[src/inc/wdt_cfg.svh]
/*
  Constants for the watchdog timeout counter: register offsets, field
  positions, reset values and timing counts.
  Assumes it is included by its bare name from the package and the design.
*/
// Summary of operation
// - 12-bit prescaler feeding free-running 6-bit counter.
// - overflow resets after 2^13-16 or 2^18-16 cycles.
// - service write clears counter and prescaler stages 5-12.
// - overflow drives reset low 32 cycles, sets cause.
// - stop instruction clears the prescaler.
// - service read returns reset vector low byte.
// - power-on clears prescaler after 4096 cycles.
// - internal reset clears prescaler and counter.
// - reset vector fetch clears the prescaler.
// - disable and rate inputs follow configuration bits.
// - monitor mode overvoltage on either pin disables.
// - break with reset-pin overvoltage disables watchdog.
// - never raises interrupt or DMA requests.
// - keeps counting in wait mode.
// - stop mode gates counting off until exit.
// - clocked by oscillator clock, not bus clock.
`ifndef WDT_CFG_SVH
`define WDT_CFG_SVH

// ----------------------------------------------------------------
// register map (byte addresses, one word each)
// ----------------------------------------------------------------
`define WDT_OFS_SERVICE   16'hFFFF
`define WDT_OFS_CONTROL   16'h0000
`define WDT_OFS_STATUS    16'h0004
`define WDT_OFS_VECTOR    16'h0008

// ----------------------------------------------------------------
// field positions
// ----------------------------------------------------------------
`define WDT_CTL_DISABLE   0
`define WDT_CTL_RATE      1
`define WDT_STS_CAUSE     0
`define WDT_STS_STOPPED   1
`define WDT_STS_RSTOUT    2
`define WDT_STS_POR_DONE  3
`define WDT_CNT_LSB       8
`define WDT_PRE_KEEP      4

// ----------------------------------------------------------------
// reset values and timing
// ----------------------------------------------------------------
`define WDT_CTL_RESET     2'h0
`define WDT_VEC_RESET     8'h00
`define WDT_RST_CYCLES    6'h20
`define WDT_POR_CYCLES    13'h1000
`define WDT_SHORT_TAP     6
`define WDT_LONG_TAP      11

`endif

[src/inc/wdt_pkg.sv]
/*
  Types for the watchdog timeout counter.
  Assumes wdt_cfg.svh is on the include path.
*/
`include "wdt_cfg.svh"

package wdt_pkg;

  // avalon request bundle
  typedef struct packed {
    logic        read;
    logic        write;
    logic [15:0] address;
    logic [31:0] writedata;
  } wdt_req_t;

  // chip-level events reaching the watchdog
  typedef struct packed {
    logic stop_exec;     // stop instruction executed
    logic stop_mode;     // in stop mode, clock gated
    logic int_reset;     // internal reset pulse
    logic vector_fetch;  // reset vector fetch
    logic monitor_mode;
    logic break_state;
    logic hv_irq_pin;    // overvoltage on ext_interrupt_pin_one
    logic hv_rst_pin;    // overvoltage on reset pin
  } wdt_evt_t;

  // output sequencer states
  typedef enum logic [1:0] {
    WDT_ST_RUN  = 2'b01,
    WDT_ST_PULL = 2'b10
  } wdt_state_t;

endpackage

[src/hw/wdt_core.sv]
/*
  Watchdog timeout counter: prescaler, 6-bit counter, reset pulse output
  and an Avalon-MM slave with waitrequest for its registers.
  Assumes clk is the oscillator clock; event inputs come from logic on
  clk except the overvoltage detects, which are synchronised here.
*/
// Our own choice: the Avalon-MM slave port.
`include "wdt_cfg.svh"
`timescale 1ns/1ps
`default_nettype none

module wdt_core #(
  parameter int PRE_W = 12,
  parameter int CNT_W = 6
) (
  input  wire logic             clk,            // oscillator clock
  input  wire logic             arst_n,         // async reset, active low
  input  wire wdt_pkg::wdt_req_t req,           // avalon request
  input  wire logic [7:0]       reset_vec_lo,   // reset vector low byte
  input  wire wdt_pkg::wdt_evt_t evt,           // chip events
  output logic [31:0]           readdata,       // avalon read data
  output logic                  waitrequest,    // avalon stall
  output logic                  ext_reset_n,    // reset pin drive, low active
  output logic                  ext_reset_oe,   // reset pin output enable
  output logic                  watchdog_cause_flag // cause flag
);

  // ----------------------------------------------------------------
  // synchronisers for pin overvoltage detects
  // ----------------------------------------------------------------
  // the overvoltage detects are analogue levels, asynchronous to clk
  logic [1:0] hv_s1_reg, hv_s2_reg;
  // first stage is read only by the second
  always_ff @(posedge clk or negedge arst_n)
    if (!arst_n)
    begin
      hv_s1_reg <= 2'h0;
      hv_s2_reg <= 2'h0;
    end
    else
    begin
      hv_s1_reg <= {evt.hv_irq_pin, evt.hv_rst_pin};
      hv_s2_reg <= hv_s1_reg;
    end

  // ----------------------------------------------------------------
  // register file and bus slave
  // ----------------------------------------------------------------
  logic [1:0]  ctl_reg, ctl_next;
  logic        wait_reg, wait_next;
  logic        done;
  logic [31:0] rd_reg, rd_next;
  logic        svc_wr;
  logic        cause_reg, cause_next;
  logic        por_done_reg;
  wdt_pkg::wdt_state_t st_reg;
  logic [PRE_W-1:0] pre_reg;
  logic [CNT_W-1:0] cnt_reg;
  logic        hit;

  // hit opens an access; done is the edge where waitrequest is seen low,
  // the only edge at which a write is allowed to land
  assign hit    = (req.read | req.write) & wait_reg;
  assign done   = (req.read | req.write) & ~wait_reg;
  assign svc_wr = done & req.write & (req.address == `WDT_OFS_SERVICE);

  // one wait state: ack registered, unmapped reads give zero
  always_comb
  begin
    ctl_next = ctl_reg;
    rd_next  = 32'h0;
    wait_next = ~hit;
    if (done && req.write && req.address == `WDT_OFS_CONTROL)
      ctl_next = req.writedata[1:0];
    if (hit && req.read)
      unique case (req.address)
        `WDT_OFS_SERVICE: rd_next = {24'h0, reset_vec_lo};
        `WDT_OFS_CONTROL: rd_next = {30'h0, ctl_reg};
        `WDT_OFS_STATUS:  rd_next = {16'h0, 2'h0, cnt_reg, 4'h0, por_done_reg,
                                     ~ext_reset_n, evt.stop_mode, cause_reg};
        `WDT_OFS_VECTOR:  rd_next = {24'h0, reset_vec_lo};
        default:          rd_next = 32'h0;
      endcase
  end

  always_ff @(posedge clk or negedge arst_n)
    if (!arst_n)
    begin
      ctl_reg <= `WDT_CTL_RESET;
      wait_reg <= 1'b1;
      rd_reg  <= 32'h0;
    end
    else
    begin
      ctl_reg <= ctl_next;
      wait_reg <= wait_next;
      rd_reg  <= rd_next;
    end

  assign readdata    = rd_reg;
  assign waitrequest = wait_reg;

  // ----------------------------------------------------------------
  // disable decode
  // ----------------------------------------------------------------
  logic wd_off, rate_short;
  // monitor mode honours either pin, break only the reset pin
  assign wd_off = ctl_reg[`WDT_CTL_DISABLE]
                | (evt.monitor_mode & (hv_s2_reg[1] | hv_s2_reg[0]))
                | (evt.break_state & hv_s2_reg[0]);
  assign rate_short = ctl_reg[`WDT_CTL_RATE];

  // ----------------------------------------------------------------
  // power-on prescaler clear after 4096 cycles
  // ----------------------------------------------------------------
  logic [12:0] por_reg, por_next;
  logic        por_clr;
  assign por_clr = (por_reg == `WDT_POR_CYCLES - 13'h1) & ~por_done_reg;
  logic        por_done_next;
  // the count freezes once done, so the clear can never repeat
  always_comb
  begin
    por_next      = por_done_reg ? por_reg : por_reg + 13'h1;
    por_done_next = por_done_reg | por_clr;
  end
  always_ff @(posedge clk or negedge arst_n)
    if (!arst_n)
    begin
      por_reg      <= 13'h0;
      por_done_reg <= 1'b0;
    end
    else
    begin
      por_reg      <= por_next;
      por_done_reg <= por_done_next;
    end

  // ----------------------------------------------------------------
  // prescaler and counter
  // ----------------------------------------------------------------
  // a full timeout = 64 counter steps of the tap period, giving 2^n - 2^4
  // service keeps the low stages, so a timeout loses at most 15 cycles
  logic [PRE_W-1:0] pre_next;
  logic [CNT_W-1:0] cnt_next;
  logic             tick, ovf, pre_clr_all;
  logic [PRE_W-1:0] tap_mask;
  assign tap_mask = rate_short ? PRE_W'((1 << (`WDT_SHORT_TAP + 1)) - 1)
                               : PRE_W'((1 << (`WDT_LONG_TAP + 1)) - 1);
  assign tick = ((pre_reg & tap_mask) == tap_mask);
  assign ovf  = tick & (&cnt_reg) & (st_reg == wdt_pkg::WDT_ST_RUN);
  // prescaler-only clears from stop, power-on and vector fetch
  assign pre_clr_all = evt.stop_exec | por_clr | evt.vector_fetch;

  always_comb
  begin
    pre_next = pre_reg;
    cnt_next = cnt_reg;
    if (wd_off || evt.int_reset)
    begin
      pre_next = '0;
      cnt_next = '0;
    end
    else if (evt.stop_mode)
      pre_next = '0;
    else
    begin
      // wait mode is not an input: counting goes on regardless
      pre_next = pre_reg + PRE_W'(1);
      if (tick)
        cnt_next = cnt_reg + CNT_W'(1);
      if (pre_clr_all)
        pre_next = '0;
      if (svc_wr)
      begin
        cnt_next = '0;
        pre_next = pre_next & PRE_W'((1 << `WDT_PRE_KEEP) - 1);
      end
    end
  end

  always_ff @(posedge clk or negedge arst_n)
    if (!arst_n)
    begin
      pre_reg <= '0;
      cnt_reg <= '0;
    end
    else
    begin
      pre_reg <= pre_next;
      cnt_reg <= cnt_next;
    end

  // ----------------------------------------------------------------
  // reset pulse sequencer and cause flag
  // ----------------------------------------------------------------
  wdt_pkg::wdt_state_t st_next;
  logic [5:0] pulse_reg, pulse_next;
  logic       rst_n_reg, rst_n_next;
  // separate enable flop keeps the pin output glitch free
  logic       oe_reg, oe_next;
  // the cause flag is sticky; no software clear exists here
  always_comb
  begin
    st_next    = st_reg;
    pulse_next = pulse_reg;
    rst_n_next = rst_n_reg;
    oe_next    = oe_reg;
    cause_next = cause_reg;
    unique case (st_reg)
      wdt_pkg::WDT_ST_RUN:
        if (ovf && !wd_off)
        begin
          st_next    = wdt_pkg::WDT_ST_PULL;
          pulse_next = `WDT_RST_CYCLES - 6'h1;
          rst_n_next = 1'b0;
          oe_next    = 1'b1;
          cause_next = 1'b1;
        end
      wdt_pkg::WDT_ST_PULL:
        if (pulse_reg == 6'h0)
        begin
          st_next    = wdt_pkg::WDT_ST_RUN;
          rst_n_next = 1'b1;
          oe_next    = 1'b0;
        end
        else
          pulse_next = pulse_reg - 6'h1;
    endcase
  end

  always_ff @(posedge clk or negedge arst_n)
    if (!arst_n)
    begin
      st_reg    <= wdt_pkg::WDT_ST_RUN;
      pulse_reg <= 6'h0;
      rst_n_reg <= 1'b1;
      oe_reg    <= 1'b0;
      cause_reg <= 1'b0;
    end
    else
    begin
      st_reg    <= st_next;
      pulse_reg <= pulse_next;
      rst_n_reg <= rst_n_next;
      oe_reg    <= oe_next;
      cause_reg <= cause_next;
    end

  // no interrupt or dma request port exists at all
  assign ext_reset_n         = rst_n_reg;
  assign ext_reset_oe        = oe_reg; // pin driven only while pulled low
  assign watchdog_cause_flag = cause_reg;
endmodule // wdt_core

`default_nettype wire

[config.mk]
export PLATFORM = sky130hd
export DESIGN_NAME = wdt_core
export DESIGN_NICKNAME = d
export VERILOG_FILES = /design/src/inc/wdt_pkg.sv /design/src/hw/wdt_core.sv
export VERILOG_INCLUDE_DIRS = /design/src /design/src/inc
export SDC_FILE = /design/constraint.sdc
export NUM_CORES = 1
export LEC_CHECK = 0
export BUFFER_PORTS_ARGS = -buffer_cell sky130_fd_sc_hd__buf_2
export CORE_MARGIN = 5
export CORE_UTILIZATION = 54
export DETAILED_ROUTE_END_ITERATION = 6
export PLACE_DENSITY = 0.92
export SLEW_MARGIN = 20
export SYNTH_ARGS = -nofsm -noshare
export SYNTH_HDL_FRONTEND = slang
export SYNTH_SLANG_ARGS = --single-unit
[constraint.sdc]
create_clock -name clk -period 6 [get_ports clk]
set_clock_uncertainty 0.1 [all_clocks]
set_input_delay 0.9 -clock clk [delete_from_list [all_inputs] [get_ports clk]]
set_output_delay 0.9 -clock clk [all_outputs]
set_load 0.01 [all_outputs]
# After elaboration in Yosys (flattened, before gate mapping)
# Cells that the tools add are included.
[classes] addsub=4 n_eq_ne=11 mux=23 n_bitwise=21 n_reduce_logical=15
[op_table] op="two-way mux 12 bit" count=5
[op_table] op="case mux 14 bit (3 select lines)" count=1
[op_table] op="two-way mux 6 bit" count=6
[op_table] op="equality test 16 bit (second input constant)" count=1
[op_table] op="equality test 16 x 3 -> 1 bit (second input constant)" count=1
[op_table] op="equality test 16 x 4 -> 1 bit (second input constant)" count=1
[op_table] op="logical NOT 16 bit" count=1
[op_table] op="two-way mux 14 bit" count=1
[op_table] op="adder 13 x 1 -> 13 bit (second input constant)" count=1
[op_table] op="equality test 13 x 12 -> 1 bit (second input constant)" count=1
[op_table] op="adder 12 x 1 -> 12 bit (second input constant)" count=1
[op_table] op="AND 12 bit" count=1
[op_table] op="equality test 12 bit" count=1
[op_table] op="case mux 6 bit (2 select lines)" count=1
[op_table] op="AND 1 bit" count=9
[op_table] op="AND reduction 2 bit" count=4
[op_table] op="OR 1 bit" count=7
[op_table] op="adder 6 x 1 -> 6 bit (second input constant)" count=1
[op_table] op="logical NOT 6 bit" count=1
[op_table] op="AND reduction 6 bit" count=1
[op_table] op="subtractor 6 x 1 -> 6 bit (second input constant)" count=1
[op_table] op="logical AND 1 bit" count=4
[op_table] op="two-way mux 1 bit" count=4
[op_table] op="two-way mux 2 bit" count=2
[op_table] op="11 further kinds" count=17
[word_totals] regBits=82 input_bits=68

# Depth between registers and ports, before layout
# Gate-level depths: netlist of run 1.
[depth] ltp_word=8 depth_mapped=7 mapped_depth_nobuf=7

# Least setup slack after synthesis of run 1
# No wires, ideal clock.
[synth_timing] kind="input port to flip-flop" startpoint="input port evt[3] in the netlist's numbering" endpoint="register pre_reg[10]" setup_time_ns=0.072 t_arrival_ns=2.265 t_required_ns=5.828 slack_ns=3.563 cell_stages=6 cell_sequence="a211oi_1 > o21bai_1 > or3_1 > nand2b_1 > clkbuf_1 > nor2_1"
[synth_via] elab_chain_cells=5
[synth_rtl] element="from (decl)" line="wdt_core.sv:20" source="input wire wdt_pkg::wdt_evt_t evt,"
[synth_rtl] element="AND 1 bit" line="wdt_core.sv:109" source="| (evt.monitor_mode & (hv_s2_reg[1] | hv_s2_reg[0]))"
[synth_rtl] element="OR 1 bit (2 in a row)" line="wdt_core.sv:108" source="assign wd_off = ctl_reg[`WDT_CTL_DISABLE]"
[synth_rtl] element="logical OR 1 bit" line="wdt_core.sv:158" source="if (wd_off || evt.int_reset)"
[synth_rtl] element="two-way mux 12 bit" line="wdt_core.sv:158"
[synth_rtl] element="named net pre_next[10]" line="wdt_core.sv:143" source="logic [PRE_W-1:0] pre_next;"
[synth_rtl] element="to (signal assigned)" line="wdt_core.sv:189" source="pre_reg <= pre_next;"
[synth_rtl] element="to (decl)" line="wdt_core.sv:57" source="logic [PRE_W-1:0] pre_reg;"
# The timed path passes the listed nets, and every way through them passes these cells.
# A chain may end at the register's enable or synchronous reset.

# Worst setup path after layout of run 1
[layout_timing] startpoint="input port evt[3] in the netlist's numbering" endpoint="register pre_reg[8]"
# The elaborated chain is that of the path after synthesis.

==> impl_metrics.csv, run 1 <==
group,metric,value,unit
detailed_routing,drt_iter0_markers,140,
setup_path,end_kind,"register",
logic_synthesis,synthTopCellsByArea,"dfrtp_1 (51%), buf_4 (4.6%), xnor2_1 (3.6%)",
clock_network,cts-root-buf,"clkbuf_8",
floorplan,die-height,84.0,um
setup_path,r2r_start,"pre_reg[0]$_DFF_PN0_",
sta,fin_tns_setup,0,ns
detailed_routing,ant_nets,0,
min_path,hp-start,"hv_s1_reg[1]$_DFF_PN0_",
clock_network,cts.repair.resized,0,
clock_network,clk_latency,0.34,ns
global_routing,antenna_found_initial,0,
layout,area_growth,14.6,%
detailed_routing,drt_pass1_iterations,4,
min_path,holdPathStages,0,
logic_synthesis,synth_common_cells,"dfrtp_1 (60), nor2_1 (24), buf_4 (18), nand2_1 (15)",
setup_path,worstSetupPathType,"in2reg",
floorplan,fp-row-count,27,
pwr,power.density,223,nW/um^2
logic_synthesis,synth_area_per_cell,10.7,um^2
logic_synthesis,yosys.area_share.adder,0.0212,
logic_synthesis,synth-xor-area-share,0.0711,
logic_synthesis,synth_compound_area_frac,0.0813,
logic_synthesis,yosys_register_bits,62,
detailed_routing,wl_per_cell,14.1,um
clock_network,htree_levels,3,
placed_design,port_buffers,55,
clock_network,cts_buffers,9,
setup_path,reg2reg_to,"cnt_reg[3]$_DFFE_PN0P_",
placed_design,place_hpwl,4.32,mm
clock_network,ctsHoldBuffers,0,
run,max_cap_viol_count,0,
logic_synthesis,synthFlopType,"dfrtp_1",
pwr,vdd_drop_max,0.121,mV
logic_synthesis,synth_top_family_by_area,"simple AND/OR/NAND/NOR gates",
sta,slew_viol_final,0,
sta,fin_crit,2.47,ns
clock_network,post_cts_buffers,0,
clock_network,cts_sinks,62,
sta,rsz0062_at_grt,"false",
global_routing,grt_pass1_vias,2230,
sta,finalSetupViolations,0,
logic_synthesis,yosysTopAreaCellShare,0.508,
floorplan,core_area,5410,um^2
floorplan,io_pins,104,
setup_path,cp.arrival,2.64,ns
layout,num_antenna_cells,0,
layout,fillers,461,
layout,seq_area,1550,um^2
min_path,hold_class,"reg2reg",
detailed_routing,vias,2219,
floorplan,dieArea,7060,um^2
setup_path,crit_family,"simple AND/OR/NAND/NOR gates",
detailed_routing,vias_per_cell,5.36,
logic_synthesis,muxShareOfSynthArea,0.0262,
floorplan,start_util,0.547,
logic_synthesis,syn-cell-area,2960,um^2
layout,largest_reg_flops,14,
layout,drive_above_1_share,0.231,
logic_synthesis,async_flop_share,1.00,
setup_path,crit_path_start_kind,"input port",
logic_synthesis,synth_cell_type_count,49,
sta,hold_viol,0,
setup_path,slowest_delay,0.51,ns
detailed_routing,wirelength,5.84,mm
logic_synthesis,synthCells,277,
layout,final_util,0.627,
pwr,power,0.000756,W
pwr,power.leakage,1.59,nW
setup_path,worstPathRequired,6.16,ns
floorplan,die_x,84.0,um
setup_path,crit_buf_inv,1,
sta,period_share,0.412,
logic_synthesis,ys_warn_count,0,
sta,tightest_slew,0.747,ns
clock_network,tritoncts,"done",
logic_synthesis,yosysMostFrequentCell,"dfrtp_1",
layout,multi_input_area,1270,um^2
logic_synthesis,ys_seq_area_frac,0.526,
clock_network,clkTransAtPathRegs,0.06,ns
sta,max_freq,0.404,GHz
layout,finalNetCount,411,
global_routing,grt_usage,0.179,
sta,maxSlewHeadroom,0.502,
setup_path,rrSetupSlack,3.67,ns
setup_path,cp_slowest_cell,"or3_1",
setup_path,cp_cell_sequence,"buf_2 -> a211oi_1 -> o21bai_1 -> or3_1 -> nand2b_1 -> nor2_1",
global_routing,grt_max_degree,63,
min_path,holdPathEnd,"hv_s2_reg[1]$_DFF_PN0_",
logic_synthesis,synthSimpleGateAreaFrac,0.206,
logic_synthesis,synth_top_area_cell,"dfrtp_1",
setup_path,worst-r2r-cell-count,6,
placed_design,place.gp.congestion,0.884,
global_routing,grt_overflow_total,0,
detailed_routing,drc,0,
setup_path,path_max_fanout,8,
run_status,outcome,"completed",
global_routing,grt_pass1_wl,10.0,mm
clock_network,clockBufferDepth,2,
logic_synthesis,synth_edf_count,0,
report_power, final:
group	switching, W	internal [W]
registers	0.00000196	0.000421
logic	0.0000244	0.0000132
clock network	0.000149	0.000147
stage by stage:
step,setup WS (ns),hold WS (ns),area (um^2),cells
2_1_floorplan,3.56,0.231,3020,294
3_3_place_gp,3.25,0.234,3240,399
3_5_place_dp,3.19,0.236,3240,399
4_1_cts,3.54,0.250,3390,414
5_1_grt,3.35,0.255,3390,414
6_report,3.53,0.247,3390,414
kinds of logic (layout without fill, tap and decap cells):
family | Yosys count | count (layout)
AO/OA/AOI/OAI | 33 | 33
AND/OR/NAND/NOR | 110 | 110
flip-flops | 62 | 62
buffers and inverters | 35 | 83
other | 1 | 18
XOR/XNOR | 24 | 24
adder cells (fa/ha/maj) | 5 | 5
multiplexers | 7 | 7
layer usage:
layer,vias up,global-route usage,part of all wire
met4,0,0.120,0.037
met1,1073,0.210,0.41
met3,16,0.0424,0.062
li1,1062,-,-
met2,68,0.289,0.50
met5,-,0,0
worst register-to-register path, cell delays in order (launching register included):
cell and delay, ns:
dfrtp_1 0.39, ha_1 0.22, and4_4 0.26, nand3_2 0.12
or3_1 0.50, or4b_1 0.52, a21oi_1 0.15
how the worst max path moves through the flow:
stage	start	end	slack, ns	cells past startpoint
2_1_floorplan	evt[3]	pre_reg[10]$_DFF_PN0_	3.56	6
3_3_place_gp	evt[3]	pre_reg[8]$_DFF_PN0_	3.25	6
3_5_place_dp	evt[3]	pre_reg[8]$_DFF_PN0_	3.19	6
4_1_cts	evt[3]	pre_reg[8]$_DFF_PN0_	3.54	6
5_1_grt	evt[3]	pre_reg[8]$_DFF_PN0_	3.35	6
6_report	evt[3]	pre_reg[8]$_DFF_PN0_	3.53	6
placed cells by master (no fill, tap or decap), types with 2 or more instances in the layout:
master and n:
dfstp_2 2, o21ai_0 3, dfrtp_1 60, nand2_1 15, inv_1 11, clkbuf_1 4, nand4_1 11, nor2_1 24
mux2_2 6, clkinv_2 2, or4b_1 3, and3_1 3, or3_1 4, nand2b_1 4, conb_1 18, nor4_1 5
o31ai_1 3, a211oi_1 2, nor2b_1 3, o21bai_1 2, xnor2_1 12, o21ai_1 2, a21oi_1 4, buf_2 55
nor3_1 8, xor2_1 12, o2111ai_1 3, clkbuf_8 9, and2_1 11, nand3_1 9, a22o_1 2, o221ai_1 3
a221oi_1 2, a22oi_1 4, ha_1 5
layout make-up:
type / count / area share
flip-flops and latches: 62 / 0.459
multi-input cells: 197 / 0.374
repair buffers: 56 / 0.0835
clock buffers: 13 / 0.0410
well taps: 72 / 0.0266
inverters: 12 / 0.0133
clock inverters: 2 / 0.00296
No activity file was read; power rests on OpenSTA's default activity.
==> run 2, diff against run 1 <==
--- a/config.mk
+++ b/config.mk
@@ -8,9 +8,9 @@
 export LEC_CHECK = 0
 export BUFFER_PORTS_ARGS = -buffer_cell sky130_fd_sc_hd__buf_2
 export CORE_MARGIN = 5
-export CORE_UTILIZATION = 54
+export CORE_UTILIZATION = 45
 export DETAILED_ROUTE_END_ITERATION = 6
-export PLACE_DENSITY = 0.92
+export PLACE_DENSITY = 0.82
 export SLEW_MARGIN = 20
 export SYNTH_ARGS = -nofsm -noshare
 export SYNTH_HDL_FRONTEND = slang
==> constraint.sdc (replaced) <==
create_clock -name clk -period 2 [get_ports clk]
set_clock_uncertainty 0.1 [all_clocks]
set_input_delay 0.3 -clock clk [delete_from_list [all_inputs] [get_ports clk]]
set_output_delay 0.3 -clock clk [all_outputs]
set_load 0.01 [all_outputs]
==> run 2 against run 1 <==
  * The flow now finishes with violations (negative setup slack)
  * Worst setup slack worse by 3.6 ns
  * Critical path depth did not move
  * Die area up 18%
  * Total power grew to 3.5 times the previous value
  * Hold slack lost 0.19 ns
  * First-iteration DRC count decreased by 29%
  * Sequential cell count stayed put
  * Sequential power rose to 3.0 times the previous value
  * Highest routed layer unchanged
==> impl_metrics.csv, run 2 (same netlist as run 1, synthesis figures left out) <==
group,metric,value,unit
detailed_routing,vias_per_cell,5.33,
detailed_routing,ant_nets,0,
run_status,outcome,"finished, violations left",
setup_path,worstSetupPathType,"reg2reg",
global_routing,antenna_found_initial,0,
layout,design_area,3780,um^2
setup_path,r2r_start,"pre_reg[0]$_DFF_PN0_",
pwr,power.leakage,1.78,nW
layout,final_util,0.592,
layout,fillers,528,
detailed_routing,wirelength,6.63,mm
floorplan,fp-row-count,29,
clock_network,cts_sinks,62,
sta,slew_viol_final,0,
clock_network,clockBufferDepth,2,
layout,stdcell_count,446,
layout,area_growth,27.9,%
layout,finalNetCount,437,
global_routing,grt_pass1_vias,2346,
min_path,hp-start,"req[49]",
min_path,holdPathStages,2,
floorplan,io_pins,104,
placed_design,dp.cells,424,
global_routing,grt_usage,0.157,
layout,num_antenna_cells,0,
clock_network,cts_buffers,9,
global_routing,grt_max_degree,49,
floorplan,die-height,91.1,um
setup_path,crit_path_start_kind,"register",
placed_design,port_buffers,55,
placed_design,dpl_cell_area,3410,um^2
pwr,power.density,709,nW/um^2
setup_path,cp.arrival,2.23,ns
sta,fin_hold_ws,0.0613,ns
floorplan,die_x,91.1,um
sta,postLayoutSetupSlackWorst,-0.0534,ns
setup_path,reg2reg_to,"cnt_reg[3]$_DFFE_PN0P_",
layout,drive_above_1_share,0.341,
clock_network,clkTransAtPathRegs,0.07,ns
min_path,hold_class,"in2reg",
setup_path,path_max_fanout,5,
clock_network,tritoncts,"done",
sta,finalSetupViolations,3,
global_routing,grt_pass1_wl,10.5,mm
detailed_routing,wl_per_cell,14.9,um
layout,largest_reg_flops,14,
setup_path,end_kind,"register",
setup_path,worstPathRequired,2.17,ns
sta,max_freq,0.487,GHz
clock_network,clk_latency,0.35,ns
layout,final_cell_mix,"dfrtp_1 (60), buf_2 (55), nor2_1 (24), buf_4 (23), conb_1 (18)",
floorplan,start_util,0.463,
sta,hold_viol,0,
run_status,failed_checks,"negative setup slack",
run,max_cap_viol_count,0,
floorplan,dieArea,8290,um^2
setup_path,worst-r2r-cell-count,6,
placed_design,place_hpwl,4.72,mm
global_routing,grt_overflow_total,0,
sta,period_share,1.03,
floorplan,core_area,6390,um^2
sta,rsz0062_at_grt,"true",
detailed_routing,vias,2379,
detailed_routing,drt_iter0_markers,99,
detailed_routing,drt_pass1_iterations,4,
pwr,vdd_drop_max,0.534,mV
clock_network,cts-root-buf,"clkbuf_8",
detailed_routing,drc,0,
layout,final_common_cell,"dfrtp_1",
min_path,holdPathEnd,"waitrequest$_DFF_PN1_",
layout,multi_input_area,1360,um^2
setup_path,rrSetupSlack,-0.05,ns
placed_design,place.gp.congestion,0.846,
sta,fin_crit,2.05,ns
layout,seq_area,1550,um^2
clock_network,htree_levels,3,
[run 2: critical path, cell delays in order (launching register included)]
cell	delay, ns
dfrtp_1	0.36
ha_2	0.18
and4_4	0.21
nand3_2	0.08
or3_4	0.42
or4b_4	0.50
a21oi_2	0.13
[run 2: area by class of cell]
| type | count | share of cell area |
|---|---|---|
| sequential | 62 | 0.411 |
| tap | 77 | 0.0255 |
| clock buffer | 13 | 0.0447 |
| clock inverter | 3 | 0.0172 |
| inverter | 12 | 0.0119 |
| multi-input combinational | 197 | 0.358 |
| timing repair buffer | 82 | 0.132 |
[run 2: power by group]
group	total (W)	switching [W]	internal, W
combinational	0.000132	0.0000794	0.0000524
sequential	0.00127	0.00000709	0.00126
clock	0.00128	0.000478	0.000802
[run 2: metrics by stage]
| stage | total power, W | setup slack, ns | TNS (ns) |
|---|---|---|---|
| after CTS | 0.00270 | -0.0498 | -0.125 |
| after global placement | 0.00141 | -0.0392 | -0.106 |
| after global routing | 0.00279 | -0.138 | -0.466 |
| final | 0.00268 | -0.0534 | -0.140 |
| after detailed placement | 0.00142 | -0.102 | -0.315 |
| after floorplan | 0.00136 | -0.113 | -0.338 |
[run 2: worst max path at each step]
stage	to	cells past startpoint	slack [ns]	startpoint
detailed placement	cnt_reg[4]$_DFFE_PN0P_	6	-0.10	pre_reg[0]$_DFF_PN0_
floorplan	cnt_reg[2]$_DFFE_PN0P_	7	-0.11	pre_reg[0]$_DFF_PN0_
global route	cnt_reg[3]$_DFFE_PN0P_	6	-0.14	pre_reg[0]$_DFF_PN0_
global placement	cnt_reg[3]$_DFFE_PN0P_	6	-0.04	pre_reg[1]$_DFF_PN0_
finish	cnt_reg[3]$_DFFE_PN0P_	6	-0.05	pre_reg[0]$_DFF_PN0_
CTS	cnt_reg[3]$_DFFE_PN0P_	6	-0.05	pre_reg[0]$_DFF_PN0_
[run 2: repair_timing]
| item | in CTS | in global routing |
|---|---|---|
| setup buffers | 1 | 2 |
| endpoints found under the hold margin | 15 | 0 |
| pin swaps | 0 | 5 |
| resized for setup | 1 | 19 |
| hold buffers | 3 | 0 |
| setup endpoints to repair | 4 | 17 |
[run 2: metal layers]
layer  part of all wire  vias to the layer above  global-route usage
met3              0.070                       14              0.0554
met1               0.40                     1159               0.176
met5                  0                        -                   0
met4              0.020                        0              0.0746
li1                   -                     1126                   -
met2               0.51                       80               0.264
==> run 3, diff against run 2 <==
--- a/config.mk
+++ b/config.mk
@@ -6,12 +6,13 @@
 export SDC_FILE = /design/constraint.sdc
 export NUM_CORES = 1
 export LEC_CHECK = 0
+export ABC_AREA = 1
 export BUFFER_PORTS_ARGS = -buffer_cell sky130_fd_sc_hd__buf_2
 export CORE_MARGIN = 5
-export CORE_UTILIZATION = 45
+export CORE_UTILIZATION = 46
 export DETAILED_ROUTE_END_ITERATION = 6
 export PLACE_DENSITY = 0.82
-export SLEW_MARGIN = 20
+export SLEW_MARGIN = 10
 export SYNTH_ARGS = -nofsm -noshare
 export SYNTH_HDL_FRONTEND = slang
 export SYNTH_SLANG_ARGS = --single-unit
==> run 3 against run 2 <==
  * The flow now finishes without violations
  * Die area is 7.7% higher
  * Via count is 16% higher
  * Synthesized cell count is 51% higher
  * Critical path depth is 2 higher
  * Synthesized area is 11% higher
  * Worst setup slack better by 0.32 ns
  * Register-to-register slack better by 0.32 ns
  * Final area is 3.0% higher
  * Sequential cell count stayed put
  * Final cell count is 32% higher
  * Critical endpoint unchanged
==> impl_metrics.csv, run 3 <==
group,metric,value,unit
clock_network,cts-root-buf,"clkbuf_8",
layout,largest_reg_flops,14,
global_routing,grt_max_degree,63,
detailed_routing,vias,2771,
global_routing,grt_pass1_vias,2716,
setup_path,reg2reg_to,"cnt_reg[3]$_DFFE_PN0P_",
setup_path,worst-r2r-cell-count,8,
layout,final_common_cell,"nand2_1",
clock_network,cts_buffers,9,
setup_path,path_max_fanout,6,
setup_path,end_kind,"register",
floorplan,fp-row-count,30,
setup_path,crit_path_start_kind,"register",
floorplan,die-height,94.5,um
clock_network,htree_levels,3,
detailed_routing,wirelength,6.65,mm
placed_design,dpl_cell_area,3630,um^2
logic_synthesis,syn-cell-area,3290,um^2
sta,rsz0062_at_grt,"false",
floorplan,start_util,0.478,
setup_path,rrSetupSlack,0.26,ns
sta,max_freq,0.576,GHz
logic_synthesis,synth_common_cells,"nand2_1 (123), dfrtp_1 (60), nor2_1 (54), inv_1 (47), nand3_1 (20)",
layout,seq_area,1550,um^2
layout,design_area,3900,um^2
placed_design,place.gp.congestion,0.832,
layout,multi_input_area,1480,um^2
run,max_cap_viol_count,0,
clock_network,clockBufferDepth,2,
logic_synthesis,synthFlopType,"dfrtp_1",
logic_synthesis,synthCells,417,
logic_synthesis,synth_top_area_cell,"dfrtp_1",
sta,finalSetupViolations,0,
sta,fin_crit,1.74,ns
logic_synthesis,synth_edf_count,0,
global_routing,grt_usage,0.160,
logic_synthesis,synthTopCellsByArea,"dfrtp_1 (46%), nand2_1 (14%), nor2_1 (6.2%)",
layout,finalNetCount,559,
pwr,power,0.00269,W
clock_network,post_cts_buffers,0,
setup_path,worstPathRequired,2.13,ns
sta,slew_viol_final,0,
clock_network,cts_sinks,62,
pwr,power.density,689,nW/um^2
logic_synthesis,synth_area_per_cell,7.88,um^2
logic_synthesis,async_flop_share,1.00,
logic_synthesis,yosysMostFrequentCell,"nand2_1",
clock_network,clkTransAtPathRegs,0.07,ns
placed_design,place_hpwl,4.93,mm
setup_path,worstSetupPathType,"reg2reg",
layout,fillers,613,
floorplan,io_pins,104,
setup_path,r2r_start,"pre_reg[0]$_DFF_PN0_",
min_path,hp-start,"req[48]",
layout,final_cell_mix,"nand2_1 (123), dfrtp_1 (60), buf_2 (55), nor2_1 (54), inv_1 (47)",
setup_path,cp.arrival,1.87,ns
floorplan,die_x,94.5,um
floorplan,core_area,6870,um^2
layout,num_antenna_cells,0,
run_status,outcome,"completed",
global_routing,grt_overflow_total,0,
detailed_routing,drt_pass1_iterations,4,
detailed_routing,ant_nets,0,
global_routing,antenna_found_initial,0,
layout,area_growth,18.6,%
clock_network,clk_latency,0.34,ns
global_routing,grt_pass1_wl,11.3,mm
sta,hold_viol,0,
floorplan,dieArea,8930,um^2
sta,fin_hold_ws,0.0208,ns
detailed_routing,vias_per_cell,4.72,
logic_synthesis,yosysTopAreaCellShare,0.457,
logic_synthesis,ys_seq_area_frac,0.473,
setup_path,critPathLaunch,"pre_reg[0]$_DFF_PN0_",
pwr,power.leakage,2.00,nW
setup_path,cp-endpoint,"cnt_reg[3]$_DFFE_PN0P_",
min_path,hold_class,"in2reg",
detailed_routing,drt_iter0_markers,133,
placed_design,port_buffers,55,
detailed_routing,wl_per_cell,11.3,um
sta,period_share,0.868,
logic_synthesis,ys_warn_count,0,
sta,fin_tns_setup,0,ns
layout,drive_above_1_share,0.185,
logic_synthesis,synth_cell_type_count,30,
detailed_routing,drc,0,
logic_synthesis,yosys_register_bits,62,
clock_network,tritoncts,"done",
pwr,vdd_drop_max,0.589,mV
-- run 3: cell type report --
| class | instances | area share |
|---|---|---|
| Clock buffer | 13 | 0.0434 |
| Clock inverter | 3 | 0.0167 |
| Inverter | 48 | 0.0462 |
| Multi-Input combinational cell | 305 | 0.379 |
| Sequential cell | 62 | 0.399 |
| Tap cell | 96 | 0.0308 |
| Timing Repair Buffer | 60 | 0.0854 |
-- run 3: stage by stage --
step / instances / util / setup slack [ns]
finish: 587 / 0.567 / 0.264
global route: 587 / 0.567 / 0.0592
CTS: 587 / 0.567 / 0.249
detailed placement: 568 / 0.529 / 0.263
global placement: 568 / 0.529 / 0.315
floorplan: 434 / - / 0.495
-- run 3: power breakdown --
group          total, W  leakage (nW)  internal (W)  switching, W
Combinational  0.000148          1.05     0.0000505     0.0000972
Clock           0.00127         0.120      0.000802      0.000470
Sequential      0.00127         0.825       0.00126    0.00000348
-- run 3: critical path, cell delays in order, from the launching register on --
cell and delay, ns:
dfrtp_1 0.37, ha_1 0.19, nand2_2 0.11, nor3_2 0.34, nand2_1 0.15, nand3_1 0.12
nand2_2 0.10, nand2_1 0.08, nand2_1 0.06
-- run 3: logic make-up (layout without fill, tap and decap cells) --
| logic type | after synthesis | in the layout | share of synthesized area |
|---|---|---|---|
| compound gates | 23 | 23 | 0.0392 |
| xor+xnor | 18 | 18 | 0.0480 |
| fa+ha+maj | 5 | 5 | 0.0190 |
| buf+inv | 67 | 124 | 0.0975 |
| flops | 62 | 62 | 0.473 |
| other cells | 1 | 18 | 0.00114 |
| simple gates | 241 | 241 | 0.322 |
-- run 3: worst min path at each step --
stage	depth (start not counted)	end	slack, ns
after global routing	2	waitrequest$_DFF_PN1_	0.02
after global placement	2	pre_reg[10]$_DFF_PN0_	0.23
after CTS	2	waitrequest$_DFF_PN1_	0.008
final	2	waitrequest$_DFF_PN1_	0.02
after detailed placement	2	pre_reg[9]$_DFF_PN0_	0.23
after floorplan	0	cnt_reg[0]$_DFFE_PN0P_	-0.1
-- run 3: per-layer routing --
layer	vias to the layer above	global-route usage	part of all wire	routed length [um]
li1	1405	-	-	-
met1	1270	0.190	0.43	2880
met2	82	0.276	0.48	3200
met3	14	0.0454	0.072	480
met4	0	0.0565	0.014	94
met5	-	0	0	0
-- run 3: repair_timing --
action | 4_1_cts | 5_1_grt
resized for setup | 0 | 0
hold buffers | 3 | 0
endpoints found under the hold margin | 62 | 0
